## src/common/wdt_defs.svh

```systemverilog
// watchdog register offsets, field positions, reset values and timing counts
`ifndef WDT_DEFS_SVH
`define WDT_DEFS_SVH

// ==========================================================
// register byte addresses
`define WDT_OFS_MODE 32'he000_0000
`define WDT_OFS_RELOAD 32'he000_0004
`define WDT_OFS_FEED 32'he000_0008
`define WDT_OFS_VALUE 32'he000_000c

// ==========================================================
// mode register fields
`define WDT_MODE_EN_BIT 0
`define WDT_MODE_RST_BIT 1
`define WDT_MODE_TOF_BIT 2
`define WDT_MODE_INT_BIT 3

// ==========================================================
// reset values and feed codes
`define WDT_RELOAD_RESET 32'h0000_00ff
`define WDT_RELOAD_MIN 32'h0000_00ff
`define WDT_VALUE_RESET 32'h0000_00ff
`define WDT_FEED_FIRST 8'haa
`define WDT_FEED_SECOND 8'h55

// ==========================================================
// timing
`define WDT_PRESCALE_DIV 4
`define WDT_PRESCALE_LAST 2'h3

`endif

```

## src/common/wdt_pkg.sv

```systemverilog
// watchdog types used by the design module
package wdt_pkg;

  // ==========================================================
  // feed sequence tracker
  typedef enum logic [1:0]
  {
    WDT_FEED_IDLE = 2'b01,
    WDT_FEED_ARMED = 2'b10
  } wdt_feed_state_type;

  // ==========================================================
  // decoded register selection
  typedef enum logic [2:0]
  {
    WDT_REG_NONE = 3'h0,
    WDT_REG_MODE = 3'h1,
    WDT_REG_RELOAD = 3'h2,
    WDT_REG_FEED = 3'h3,
    WDT_REG_VALUE = 3'h4
  } wdt_reg_type;

endpackage

```

## src/verilog/wdt_top.sv

```systemverilog
// watchdog timer with feed lock behind an ahb-lite slave port
//
// Functional notes
// RULE_01 - 32-bit down-counter decrements once per divide-by-4 prescaler tick.
// RULE_02 - Reload writes below 0xFF store 0xFF instead.
// RULE_03 - Reload register is 32 bits, resets to 0xFF.
// RULE_04 - Feed write 0xAA then 0x55 reloads counter from reload register.
// RULE_05 - Enable alone does not start; first valid feed with enable starts it.
// RULE_06 - Feed errors ignored until first valid feed has started the counter.
// RULE_07 - After 0xAA, any access other than feed write 0x55 triggers action.
// RULE_08 - Action from a bad feed access appears in second cycle after it.
// RULE_09 - Enable clear: idle; enable only: interrupt; both: interrupt and reset.
// RULE_10 - Enable bits are set-only by software; cleared only by a system or watchdog reset.
// RULE_11 - Timeout flag bit 2 set on timeout, software clears, survives watchdog reset.
// RULE_12 - Read-only interrupt flag bit 3 set on timeout, cleared by any reset.
// RULE_13 - Mode: enable bit 0, reset-enable bit 1, bits 7:4 reserved, reset zero.
// RULE_14 - Underflow with reset enabled requests a full system reset.
// RULE_15 - Value register reads the live counter, resetting to 0xFF.
// RULE_16 - Feed register is write-only, 8-bit, only 0xAA then 0x55 feeds.
// RULE_17 - Software programs reload, then mode, then feeds, and refeeds in time.
// RULE_18 - Software writes no ones to reserved mode bits; reads are undefined.
// RULE_19 - Interrupt output follows interrupt flag; reset request is a one-cycle pulse.
// RULE_20 - Underflow is decrement from zero; interrupt-only mode reloads and continues.
//
// Our own choice: register access over AHB-Lite.
`timescale 1ns/1ns
`include "wdt_defs.svh"

module wdt_top
(
  input wire logic hclk,
  input wire logic hresetn,
  input wire logic hsel,
  input wire logic [31:0] haddr,
  input wire logic [1:0] htrans,
  input wire logic hwrite,
  input wire logic [2:0] hsize,
  input wire logic [31:0] hwdata,
  input wire logic hready,
  output logic hreadyout,
  output logic hresp,
  output logic [31:0] hrdata,
  output logic wdt_irq,
  output logic wdt_reset_req
);
  import wdt_pkg::*;

  // ==========================================================
  // helpers
  function automatic wdt_reg_type decode_reg(input logic [31:0] addr);
    wdt_reg_type sel;
    sel = WDT_REG_NONE;
    if (addr == `WDT_OFS_MODE)
    begin
      sel = WDT_REG_MODE;
    end
    else if (addr == `WDT_OFS_RELOAD)
    begin
      sel = WDT_REG_RELOAD;
    end
    else if (addr == `WDT_OFS_FEED)
    begin
      sel = WDT_REG_FEED;
    end
    else if (addr == `WDT_OFS_VALUE)
    begin
      sel = WDT_REG_VALUE;
    end
    return sel;
  endfunction

  function automatic logic [31:0] clamp_reload(input logic [31:0] val);
    logic [31:0] res;
    res = val;
    if (val < `WDT_RELOAD_MIN)
    begin
      res = `WDT_RELOAD_MIN;
    end
    return res;
  endfunction

  // ==========================================================
  // state
  logic dp_valid;
  logic dp_write;
  wdt_reg_type dp_reg;
  wdt_feed_state_type feed_state;
  logic enable_set_only_bit;
  logic reset_action_enable_bit;
  logic timeout_flag;
  logic interrupt_flag;
  logic started;
  logic [1:0] prescale;
  logic [31:0] timeout_reload_constant;
  logic [31:0] counter_current_value;
  logic err_pending;

  logic access_go;
  logic wr_mode;
  logic wr_reload;
  logic wr_feed;
  logic feed_first;
  logic feed_valid;
  logic seq_error;
  logic running;
  logic tick;
  logic underflow;
  logic timeout;
  logic wd_reset;
  logic [31:0] next_rdata;

  // ==========================================================
  // bus decode
  assign access_go = hsel && htrans[1] && hready;
  assign wr_mode = dp_valid && dp_write && (dp_reg == WDT_REG_MODE);
  assign wr_reload = dp_valid && dp_write && (dp_reg == WDT_REG_RELOAD);
  assign wr_feed = dp_valid && dp_write && (dp_reg == WDT_REG_FEED);
  assign feed_first = wr_feed && (hwdata[7:0] == `WDT_FEED_FIRST) && (feed_state == WDT_FEED_IDLE); // RULE_16
  assign feed_valid = wr_feed && (hwdata[7:0] == `WDT_FEED_SECOND) && (feed_state == WDT_FEED_ARMED); // RULE_04
  // any watchdog access, read or write, breaks an armed sequence unless it is the closing feed
  assign seq_error = dp_valid && (dp_reg != WDT_REG_NONE) && (feed_state == WDT_FEED_ARMED) && !feed_valid; // RULE_07

  // ==========================================================
  // counter control
  assign running = started && enable_set_only_bit; // RULE_09
  assign tick = running && (prescale == `WDT_PRESCALE_LAST); // RULE_01
  assign underflow = tick && (counter_current_value == 32'h0000_0000); // RULE_20
  assign timeout = underflow || err_pending;
  // the pulse itself acts as the block's own reset one cycle after the timeout
  assign wd_reset = wdt_reset_req;

  // ==========================================================
  // ahb-lite data phase tracking
  always_ff @(posedge hclk or negedge hresetn)
  begin
    if (!hresetn)
    begin
      dp_valid <= 1'b0;
      dp_write <= 1'b0;
      dp_reg <= WDT_REG_NONE;
    end
    else if (hready)
    begin
      dp_valid <= access_go;
      dp_write <= hwrite;
      dp_reg <= decode_reg(haddr);
    end
  end

  // zero wait states, always okay
  always_ff @(posedge hclk or negedge hresetn)
  begin
    if (!hresetn)
    begin
      hreadyout <= 1'b1;
      hresp <= 1'b0;
    end
    else
    begin
      hreadyout <= 1'b1;
      hresp <= 1'b0;
    end
  end

  // ==========================================================
  // read data, captured in the address phase
  always_comb
  begin
    next_rdata = 32'h0000_0000;
    unique case (decode_reg(haddr))
      WDT_REG_MODE:
      begin
        next_rdata[`WDT_MODE_EN_BIT] = enable_set_only_bit; // RULE_13
        next_rdata[`WDT_MODE_RST_BIT] = reset_action_enable_bit;
        next_rdata[`WDT_MODE_TOF_BIT] = timeout_flag;
        next_rdata[`WDT_MODE_INT_BIT] = interrupt_flag;
      end
      WDT_REG_RELOAD:
      begin
        next_rdata = timeout_reload_constant;
      end
      WDT_REG_VALUE:
      begin
        next_rdata = counter_current_value; // RULE_15
      end
      WDT_REG_FEED, WDT_REG_NONE:
      begin
        next_rdata = 32'h0000_0000;
      end
    endcase
  end

  always_ff @(posedge hclk or negedge hresetn)
  begin
    if (!hresetn)
    begin
      hrdata <= 32'h0000_0000;
    end
    else if (access_go && !hwrite)
    begin
      hrdata <= next_rdata;
    end
  end

  // ==========================================================
  // feed sequence
  always_ff @(posedge hclk or negedge hresetn)
  begin
    if (!hresetn)
    begin
      feed_state <= WDT_FEED_IDLE;
    end
    else if (wd_reset)
    begin
      feed_state <= WDT_FEED_IDLE;
    end
    else
    begin
      unique case (feed_state)
        WDT_FEED_IDLE:
        begin
          if (feed_first)
          begin
            feed_state <= WDT_FEED_ARMED;
          end
        end
        WDT_FEED_ARMED:
        begin
          if (dp_valid && (dp_reg != WDT_REG_NONE))
          begin
            feed_state <= WDT_FEED_IDLE;
          end
        end
        default:
        begin
          feed_state <= WDT_FEED_IDLE;
        end
      endcase
    end
  end

  // one stage of delay puts the action in the second cycle after the bad access
  always_ff @(posedge hclk or negedge hresetn)
  begin
    if (!hresetn)
    begin
      err_pending <= 1'b0;
    end
    else
    begin
      err_pending <= seq_error && running && !wd_reset; // RULE_06 RULE_08
    end
  end

  // ==========================================================
  // mode bits
  always_ff @(posedge hclk or negedge hresetn)
  begin
    if (!hresetn)
    begin
      enable_set_only_bit <= 1'b0;
      reset_action_enable_bit <= 1'b0;
    end
    else if (wd_reset)
    begin
      enable_set_only_bit <= 1'b0; // RULE_10
      reset_action_enable_bit <= 1'b0;
    end
    else if (wr_mode)
    begin
      enable_set_only_bit <= enable_set_only_bit | hwdata[`WDT_MODE_EN_BIT]; // RULE_10
      reset_action_enable_bit <= reset_action_enable_bit | hwdata[`WDT_MODE_RST_BIT];
    end
  end

  // survives the watchdog reset; a new timeout wins over a software clear
  always_ff @(posedge hclk or negedge hresetn)
  begin
    if (!hresetn)
    begin
      timeout_flag <= 1'b0;
    end
    else if (timeout)
    begin
      timeout_flag <= 1'b1; // RULE_11
    end
    else if (wr_mode && !hwdata[`WDT_MODE_TOF_BIT])
    begin
      timeout_flag <= 1'b0;
    end
  end

  always_ff @(posedge hclk or negedge hresetn)
  begin
    if (!hresetn)
    begin
      interrupt_flag <= 1'b0;
    end
    else if (wd_reset)
    begin
      interrupt_flag <= 1'b0; // RULE_12
    end
    else if (timeout)
    begin
      interrupt_flag <= 1'b1; // RULE_12
    end
  end

  // ==========================================================
  // reload register
  always_ff @(posedge hclk or negedge hresetn)
  begin
    if (!hresetn)
    begin
      timeout_reload_constant <= `WDT_RELOAD_RESET; // RULE_03
    end
    else if (wr_reload)
    begin
      timeout_reload_constant <= clamp_reload(hwdata); // RULE_02
    end
  end

  // ==========================================================
  // start latch, prescaler and counter
  always_ff @(posedge hclk or negedge hresetn)
  begin
    if (!hresetn)
    begin
      started <= 1'b0;
    end
    else if (wd_reset || (timeout && reset_action_enable_bit))
    begin
      started <= 1'b0;
    end
    else if (feed_valid && enable_set_only_bit)
    begin
      started <= 1'b1; // RULE_05
    end
  end

  always_ff @(posedge hclk or negedge hresetn)
  begin
    if (!hresetn)
    begin
      prescale <= 2'h0;
    end
    else if (!running || feed_valid || wd_reset)
    begin
      prescale <= 2'h0;
    end
    else
    begin
      prescale <= prescale + 2'h1; // RULE_01
    end
  end

  always_ff @(posedge hclk or negedge hresetn)
  begin
    if (!hresetn)
    begin
      counter_current_value <= `WDT_VALUE_RESET; // RULE_15
    end
    else if (wd_reset)
    begin
      counter_current_value <= `WDT_VALUE_RESET;
    end
    else if (feed_valid || underflow)
    begin
      counter_current_value <= timeout_reload_constant; // RULE_04 RULE_20
    end
    else if (tick)
    begin
      counter_current_value <= counter_current_value - 32'h0000_0001; // RULE_01
    end
  end

  // ==========================================================
  // action outputs
  always_ff @(posedge hclk or negedge hresetn)
  begin
    if (!hresetn)
    begin
      wdt_reset_req <= 1'b0;
      wdt_irq <= 1'b0;
    end
    else
    begin
      wdt_reset_req <= timeout && reset_action_enable_bit && !wd_reset; // RULE_14 RULE_19
      // one cycle behind the flag so the pin tracks it as a level
      wdt_irq <= interrupt_flag; // RULE_09 RULE_19
    end
  end

endmodule

```

## config.mk

```make
export PLATFORM = sky130hd
export DESIGN_NAME = wdt_top
export DESIGN_NICKNAME = d
export VERILOG_FILES = /design/src/common/wdt_pkg.sv /design/src/verilog/wdt_top.sv
export VERILOG_INCLUDE_DIRS = /design/src /design/src/common
export SDC_FILE = /design/constraint.sdc
export NUM_CORES = 1
export LEC_CHECK = 0
export ABC_AREA = 1
export BUFFER_PORTS_ARGS = -buffer_cell sky130_fd_sc_hd__buf_4
export CELL_PAD_IN_SITES_DETAIL_PLACEMENT = 1
export CELL_PAD_IN_SITES_GLOBAL_PLACEMENT = 1
export CORE_MARGIN = 5
export CORE_UTILIZATION = 30
export CTS_BUF_LIST = sky130_fd_sc_hd__clkbuf_2 sky130_fd_sc_hd__clkbuf_4 sky130_fd_sc_hd__clkbuf_8
export DETAILED_ROUTE_END_ITERATION = 6
export PLACE_DENSITY_LB_ADDON = 0.3
export SETUP_SLACK_MARGIN = 0.4
export SKIP_LAST_GASP = 1
export SLEW_MARGIN = 25
export SYNTH_ARGS = -nofsm -noshare
export SYNTH_HDL_FRONTEND = slang
export SYNTH_SLANG_ARGS = --single-unit
```

## constraint.sdc

```tcl
create_clock -name hclk -period 2.05 [get_ports hclk]
set_clock_uncertainty 0.15 [all_clocks]
set_input_delay 0.1025 -clock hclk [delete_from_list [all_inputs] [get_ports hclk]]
set_output_delay 0.1025 -clock hclk [all_outputs]
set_load 0.02 [all_outputs]
```

# After elaboration in Yosys (flattened, before gate mapping)

Cells that the tools add are included.

Input port bits: 74
Register bits after elaboration: 113
Output and inout bits: 36
Logic and storage cells: 107

Equality and inequality tests: 18
Multiplexer cells: 25
$add $sub $neg: 2
Bitwise operators: 2
Reduce and logical (&&, ||, !) cells: 43
Magnitude comparators: 1

Operator list:

| operator                                              | count |
|---|---|
| equality test 32 bit, second input constant           | 4 |
| two-way mux 32 bit                                    | 4 |
| one-hot mux 28 bit (2 select lines)                   | 1 |
| logical NOT 32 bit                                    | 1 |
| < comparator 32 x 8 -> 1 bit, second input constant   | 1 |
| subtractor 32 x 1 -> 32 bit, second input constant    | 1 |
| logical AND 1 bit                                     | 23 |
| one-hot mux 4 bit (4 select lines)                    | 1 |
| equality test 3 x 2 -> 1 bit, second input constant   | 4 |
| two-way mux 3 bit                                     | 4 |
| two-way mux 1 bit                                     | 10 |
| equality test 8 x 7 -> 1 bit, second input constant   | 1 |
| equality test 8 bit, second input constant            | 1 |
| two-way mux 2 bit                                     | 4 |
| nonzero test 2 bit                                    | 4 |
| equality test 3 x 1 -> 1 bit, second input constant   | 2 |
| nonzero test 3 bit                                    | 2 |
| logical NOT 1 bit                                     | 5 |
| logical OR 1 bit                                      | 5 |
| equality test 2 bit, second input constant            | 2 |
| one-hot mux 2 bit (2 select lines)                    | 1 |
| equality test 3 bit, second input constant            | 1 |
| logical NOT 3 bit                                     | 1 |
| inequality test 3 x 2 -> 1 bit, second input constant | 1 |
| 6 further kinds                                       | 7 |

# Depth between registers and ports, before layout

Depth after elaboration: 8
Gate-level depth with buffers: 14

# Worst setup path before layout

No wires, ideal clock.

Path kind: register -> register
Start point: register counter_current_value[0]
End point: register counter_current_value[26]
Arrival: 1.823 ns
Path slack: 0.011 ns
Period minus slack after synthesis: 2.039 ns
Data required time: 1.834 ns
Buffers on the path: 1
Stages on the path, launching flop included: 13
Cells stage by stage: dfstp_2 -> inv_1 -> ha_1 -> nand2_2 -> nor2_4 -> nand2_2 -> nor2_4 -> a21oi_1 -> buf_4 -> nand2_1 -> nand2_1 -> nand3_1 -> nand2_1

Cells in the longest elaborated chain, start to end: 5
Elaborated cells between the ends (all ways): 8
Those cells by class: 1 x add/sub; 3 x mux; 4 x reduce/logical

Ends and longest elaborated chain:

| item                                                                | line           | RTL |
|---|---|---|
| from (decl)                                                         | wdt_top.sv:95  | `logic [31:0] counter_current_value;` |
| from (signal assigned)                                              | wdt_top.sv:361 | `` counter_current_value <= `WDT_VALUE_RESET; `` |
| from (signal assigned)                                              | wdt_top.sv:365 | `` counter_current_value <= `WDT_VALUE_RESET; `` |
| from (signal assigned)                                              | wdt_top.sv:369 | `counter_current_value <= timeout_reload_constant;` |
| branches (longest 5 deep; another with subtractor 32 x 1 -> 32 bit) | -              |  |

Parallel ways; which one is timed is not known. The select of a mux whose other input is x is not followed.
A chain may end at the register's enable or synchronous reset.

# Worst setup path after layout

Start point: register counter_current_value[30]
End point: register counter_current_value[25]

Cells in the longest elaborated chain, start to end: 5
Elaborated cells between the ends (all ways): 6
Those cells by class: 2 x mux; 4 x reduce/logical

Ends and longest elaborated chain:

| item                   | line           | RTL |
|---|---|---|
| logical NOT 32 bit (*) | wdt_top.sv:127 | `assign underflow = tick && (counter_current_value == 32'h0000_0000);` |
| logical AND 1 bit (*)  | wdt_top.sv:127 |  |
| logical OR 1 bit (*)   | wdt_top.sv:367 | `else if (feed_valid \|\| underflow)` |
| two-way mux 32 bit     | wdt_top.sv:367 |  |
| two-way mux 32 bit     | wdt_top.sv:363 | `else if (wd_reset)` |

Mark *: on every way between the ends. The rest lies on a longest branch, timed or not.

==> impl_table.tex <==
\begin{tabular}{lr}
\hline
Metric & Value \\
\hline
\multicolumn{2}{l}{\textbf{Routing}} \\
Routed wire per std cell & $\sim$17 µm \\
First-pass DRT Iterations & 5 \\
Via count & 7018 \\
DRC violation count after routing & 0 \\
Detailed Route Iter0 Violations & around 330 \\
Antenna Violating Nets Remaining & 0 \\
Total routed wirelength & 24910 µm \\
Via/cell ratio & 4.840 \\
\multicolumn{2}{l}{\textbf{Floorplan}} \\
Placement row count & 53 \\
Count of boundary I/O pins & 110 \\
Full die area & 24350 µm² \\
Die Wd & around 160 µm \\
Die outline height & 156.0 µm \\
Effective utilization at floorplan & 30.44\% \\
CORE AREA & 21020 µm² \\
\multicolumn{2}{l}{\textbf{Min path}} \\
Worst hold path class & in -> reg \\
Min-delay src & hwdata[21] \\
\multicolumn{2}{l}{\textbf{Cells and area}} \\
Final Net Count & approximately 1200 \\
Antenna diode count & 0 \\
Registers with the highest flip-flop counts & counter\_current\_value x32, hrdata x32, timeout\_reload\_constant x32 \\
Area Growth Syn to Fin & 51.47\% \\
Proportion of layout cells with a drive suffix above 1 & $\sim$32\% \\
Layout Utilization & 46.10\% \\
Cell Count, Final, Fillers Out & 1450 \\
\multicolumn{2}{l}{\textbf{Timing}} \\
Number of endpoints failing setup at the final stage & 8 \\
Count of pins over their slew limit & 0 \\
RSZ-0062 raised after global routing & true \\
Count of endpoints failing hold in the final timing report & 0 \\
Final min period & 2.094 ns \\
Upper clock frequency limit & between 400 and 500 MHz \\
Worst path setup slack after routing & -0.04430 ns \\
Final critical-path share of the clock period & 102.2\% \\
Worst hold-check slack & around 0.045 ns \\
\multicolumn{2}{l}{\textbf{Placement}} \\
DP Worst Slack & -0.2210 ns \\
Final HPWL from detailed placement & $\sim$17000 µm \\
GPL Wtd Cong & 0.8889 \\
Port Buf Inserts & 103 \\
Placed instance count & $\sim$1300 \\
\multicolumn{2}{l}{\textbf{Setup path}} \\
Data required time at the worst endpoint & approximately 2.3 ns \\
FF-to-FF Start & counter\_current\_value[30]\$\_DFFE\_PN0P\_ \\
Largest fanout on the critical path & 5 \\
Kind of start point of the critical path & flop \\
CP Capture Type & flop \\
Data arrival time at the worst-slack endpoint & around 2.3 ns \\
Source of the critical timing path & counter\_current\_value[30]\$\_DFFE\_PN0P\_ \\
Critical Setup Path Class & reg -> reg \\
\multicolumn{2}{l}{\textbf{Logic synthesis}} \\
Syn Std Cell Area & 6399 µm² \\
Gate count of the mapped netlist & 919 \\
Net count of the mapped netlist & 995 \\
Number of enable flip-flop cells after synthesis & 0 \\
Per-instance average area after synthesis & 6.963 µm² \\
Top flip-flop cell by instance count after synthesis & dfrtp\_1 \\
Share of flip-flops with an asynchronous set or reset after synthesis & 100.0\% \\
Share of the yosys chip area belonging to registers & roughly 45\% \\
Number of unique standard cell types used by synthesis & 39 \\
Number of register bits inferred by synthesis & $\sim$110 \\
Total number of yosys warnings & 0 \\
\multicolumn{2}{l}{\textbf{Power}} \\
Overall power & 4.681 mW \\
Worst voltage drop across the vdd grid & 0.3067 mV \\
Leakage power of the design & 5.051 nW \\
Power density over cell area & 482.9 nW/µm² \\
\multicolumn{2}{l}{\textbf{CTS}} \\
TritonCTS clock tree & built \\
Skew-Pair Late Insertion Delay & 0.45 ns \\
H-tree depth reported by CTS & 4 \\
Count of clock tree sinks & around 110 \\
Clock root cell & clkbuf\_8 \\
Maximum buffer depth of the clock tree & 2 \\
Clock slew at the register clock pins of the worst setup and hold paths & approximately 0.070 ns \\
CTS buffer count & 17 \\
\multicolumn{2}{l}{\textbf{GRT}} \\
First-pass GRT wire length & between 30000 and 40000 µm \\
Largest net degree at the start of global routing & 65 \\
Antenna violations before repair & 0 \\
Leftover overflow at the end of global routing & 0 \\
Vias in the first global route & about 7500 \\
Aggregate global-route resource usage & around 20\% \\
\multicolumn{2}{l}{\textbf{Run status}} \\
Outcome & finished with violations \\
Violations in the final reports & negative setup slack \\
\multicolumn{2}{l}{\textbf{Job}} \\
Max-cap violation count & 0 \\
\hline
\end{tabular}
==> placed cells by master, fill, tap and decap left out, types with 3 or more instances in the layout <==
cell / n
dfstp_2: 17
o21ai_1: 6
nand2_4: 11
inv_2: 6
nor2_4: 15
buf_6: 9
dfrtp_1: 96
nand4_1: 8
nand3_2: 8
nor3_1: 6
buf_16: 3
nor2_2: 23
nor2_1: 63
xor2_1: 14
inv_1: 84
o21ai_0: 37
buf_4: 191
nand2_2: 41
nand3_1: 55
o22ai_1: 26
dlygate4sd3_1: 42
a31oi_1: 8
clkbuf_8: 23
clkbuf_4: 4
nand2_1: 325
nor4_1: 9
clkinv_2: 3
buf_12: 10
==> report_power, final <==
group          switching, mW  total, mW  internal [mW]
Sequential           0.00302       2.24           2.23
Combinational          0.133      0.291          0.158
Clock                  0.951       2.15           1.20
Total                   1.09       4.68           3.59
==> final cells by class <==
| cell class | count | area, µm² |
|---|---|---|
| multi-input combinational | 681 | 3451 |
| sequential | 113 | 2849 |
| inverter | 91 | 345.3 |
| tap | 275 | 344.1 |
| fill | 2620 | 11330 |
| timing repair buffer | 258 | 2303 |
| clock inverter | 5 | 52.55 |
| clock buffer | 27 | 346.6 |
==> cell families after synthesis <==
group                      synth area share, %
AOI/OAI and AO/OA                        7.724
xor gates and xnor gates                 2.053
adders and majority gates               0.3910
buffers and inverters                    8.134
DFF                                      44.52
other                                   0.1174
and+or+nand+nor                          37.06
==> stage by stage <==
step | instance area (µm²) | TNS [ns]
floorplan | 6424 | 0
global placement | 8060 | -2.994
detailed placement | 8060 | -3.536
CTS | 9403 | 0
global route | 9692 | -1.922
finish | 9692 | -0.1470
==> synth_stat cells (4+ instances only) <==
master | number | share of area [%]
nor2_2 | 4 | 0.39
clkbuf_1 | 17 | 1.0
inv_1 | 90 | 5.3
o21ai_0 | 42 | 3.3
buf_4 | 7 | 0.82
nand3_1 | 62 | 4.8
nand4_1 | 8 | 0.78
dfrtp_1 | 96 | 38
nand2_2 | 8 | 0.78
nor2_1 | 95 | 5.6
nand2_1 | 371 | 22
nor3_1 | 6 | 0.47
o22ai_1 | 26 | 2.5
nor4_1 | 10 | 0.98
a31oi_1 | 8 | 0.78
xor2_1 | 14 | 1.9
dfstp_2 | 17 | 7.0
buf_2 | 5 | 0.39
==> worst paths after layout <==
path                                                                to  slack [ns]  depth (start not counted)
worst max-delay path             counter_current_value[25]$_DFFE_PN0P_       -0.04                         14
worst min-delay path            timeout_reload_constant[2]$_DFFE_PN1P_        0.05                          6
max in group asynchronous         counter_current_value[3]$_DFFE_PN1P_        0.57                          4
min in group asynchronous                       hrdata[29]$_DFFE_PN0P_        0.53                          3
worst min register to register                       wdt_irq$_DFF_PN0_        0.28                          0
worst max register to register   counter_current_value[25]$_DFFE_PN0P_       -0.04                         14
==> worst max-delay path, cell delays in order (launching register included) <==
cell and delay, ns:
dfrtp_1 0.41, nor2_2 0.16, nand2_1 0.11, nor2_1 0.15, nand2_2 0.10, nor2_4 0.14
buf_6 0.13, nand2_8 0.06, nand2_8 0.13, buf_12 0.12, clkbuf_16 0.15, nand2_1 0.05
nand2_1 0.06, nand3_1 0.06, nand2_1 0.06
==> metal layers <==
| layer | wire length (µm) | GRT usage, % | share of wire [%] | up-vias |
|---|---|---|---|---|
| met5 | 0 | 0 | 0 | - |
| met4 | 486 | 7.211 | 2.0 | 0 |
| met3 | 865 | 2.607 | 3.5 | 32 |
| met2 | 12000 | 33.26 | 48 | 129 |
| met1 | 11560 | 27.80 | 46 | 3463 |
| li1 | - | - | - | 3394 |
==> what timing repair did <==
item,CTS,global route
cloned,3,2
setup endpoints to repair,36,46
gates resized for setup,80,55
setup buffers,19,7
hold buffers,42,0
endpoints found under the hold margin,143,0
pin swaps,16,32
No activity file was read; power rests on OpenSTA's default activity.
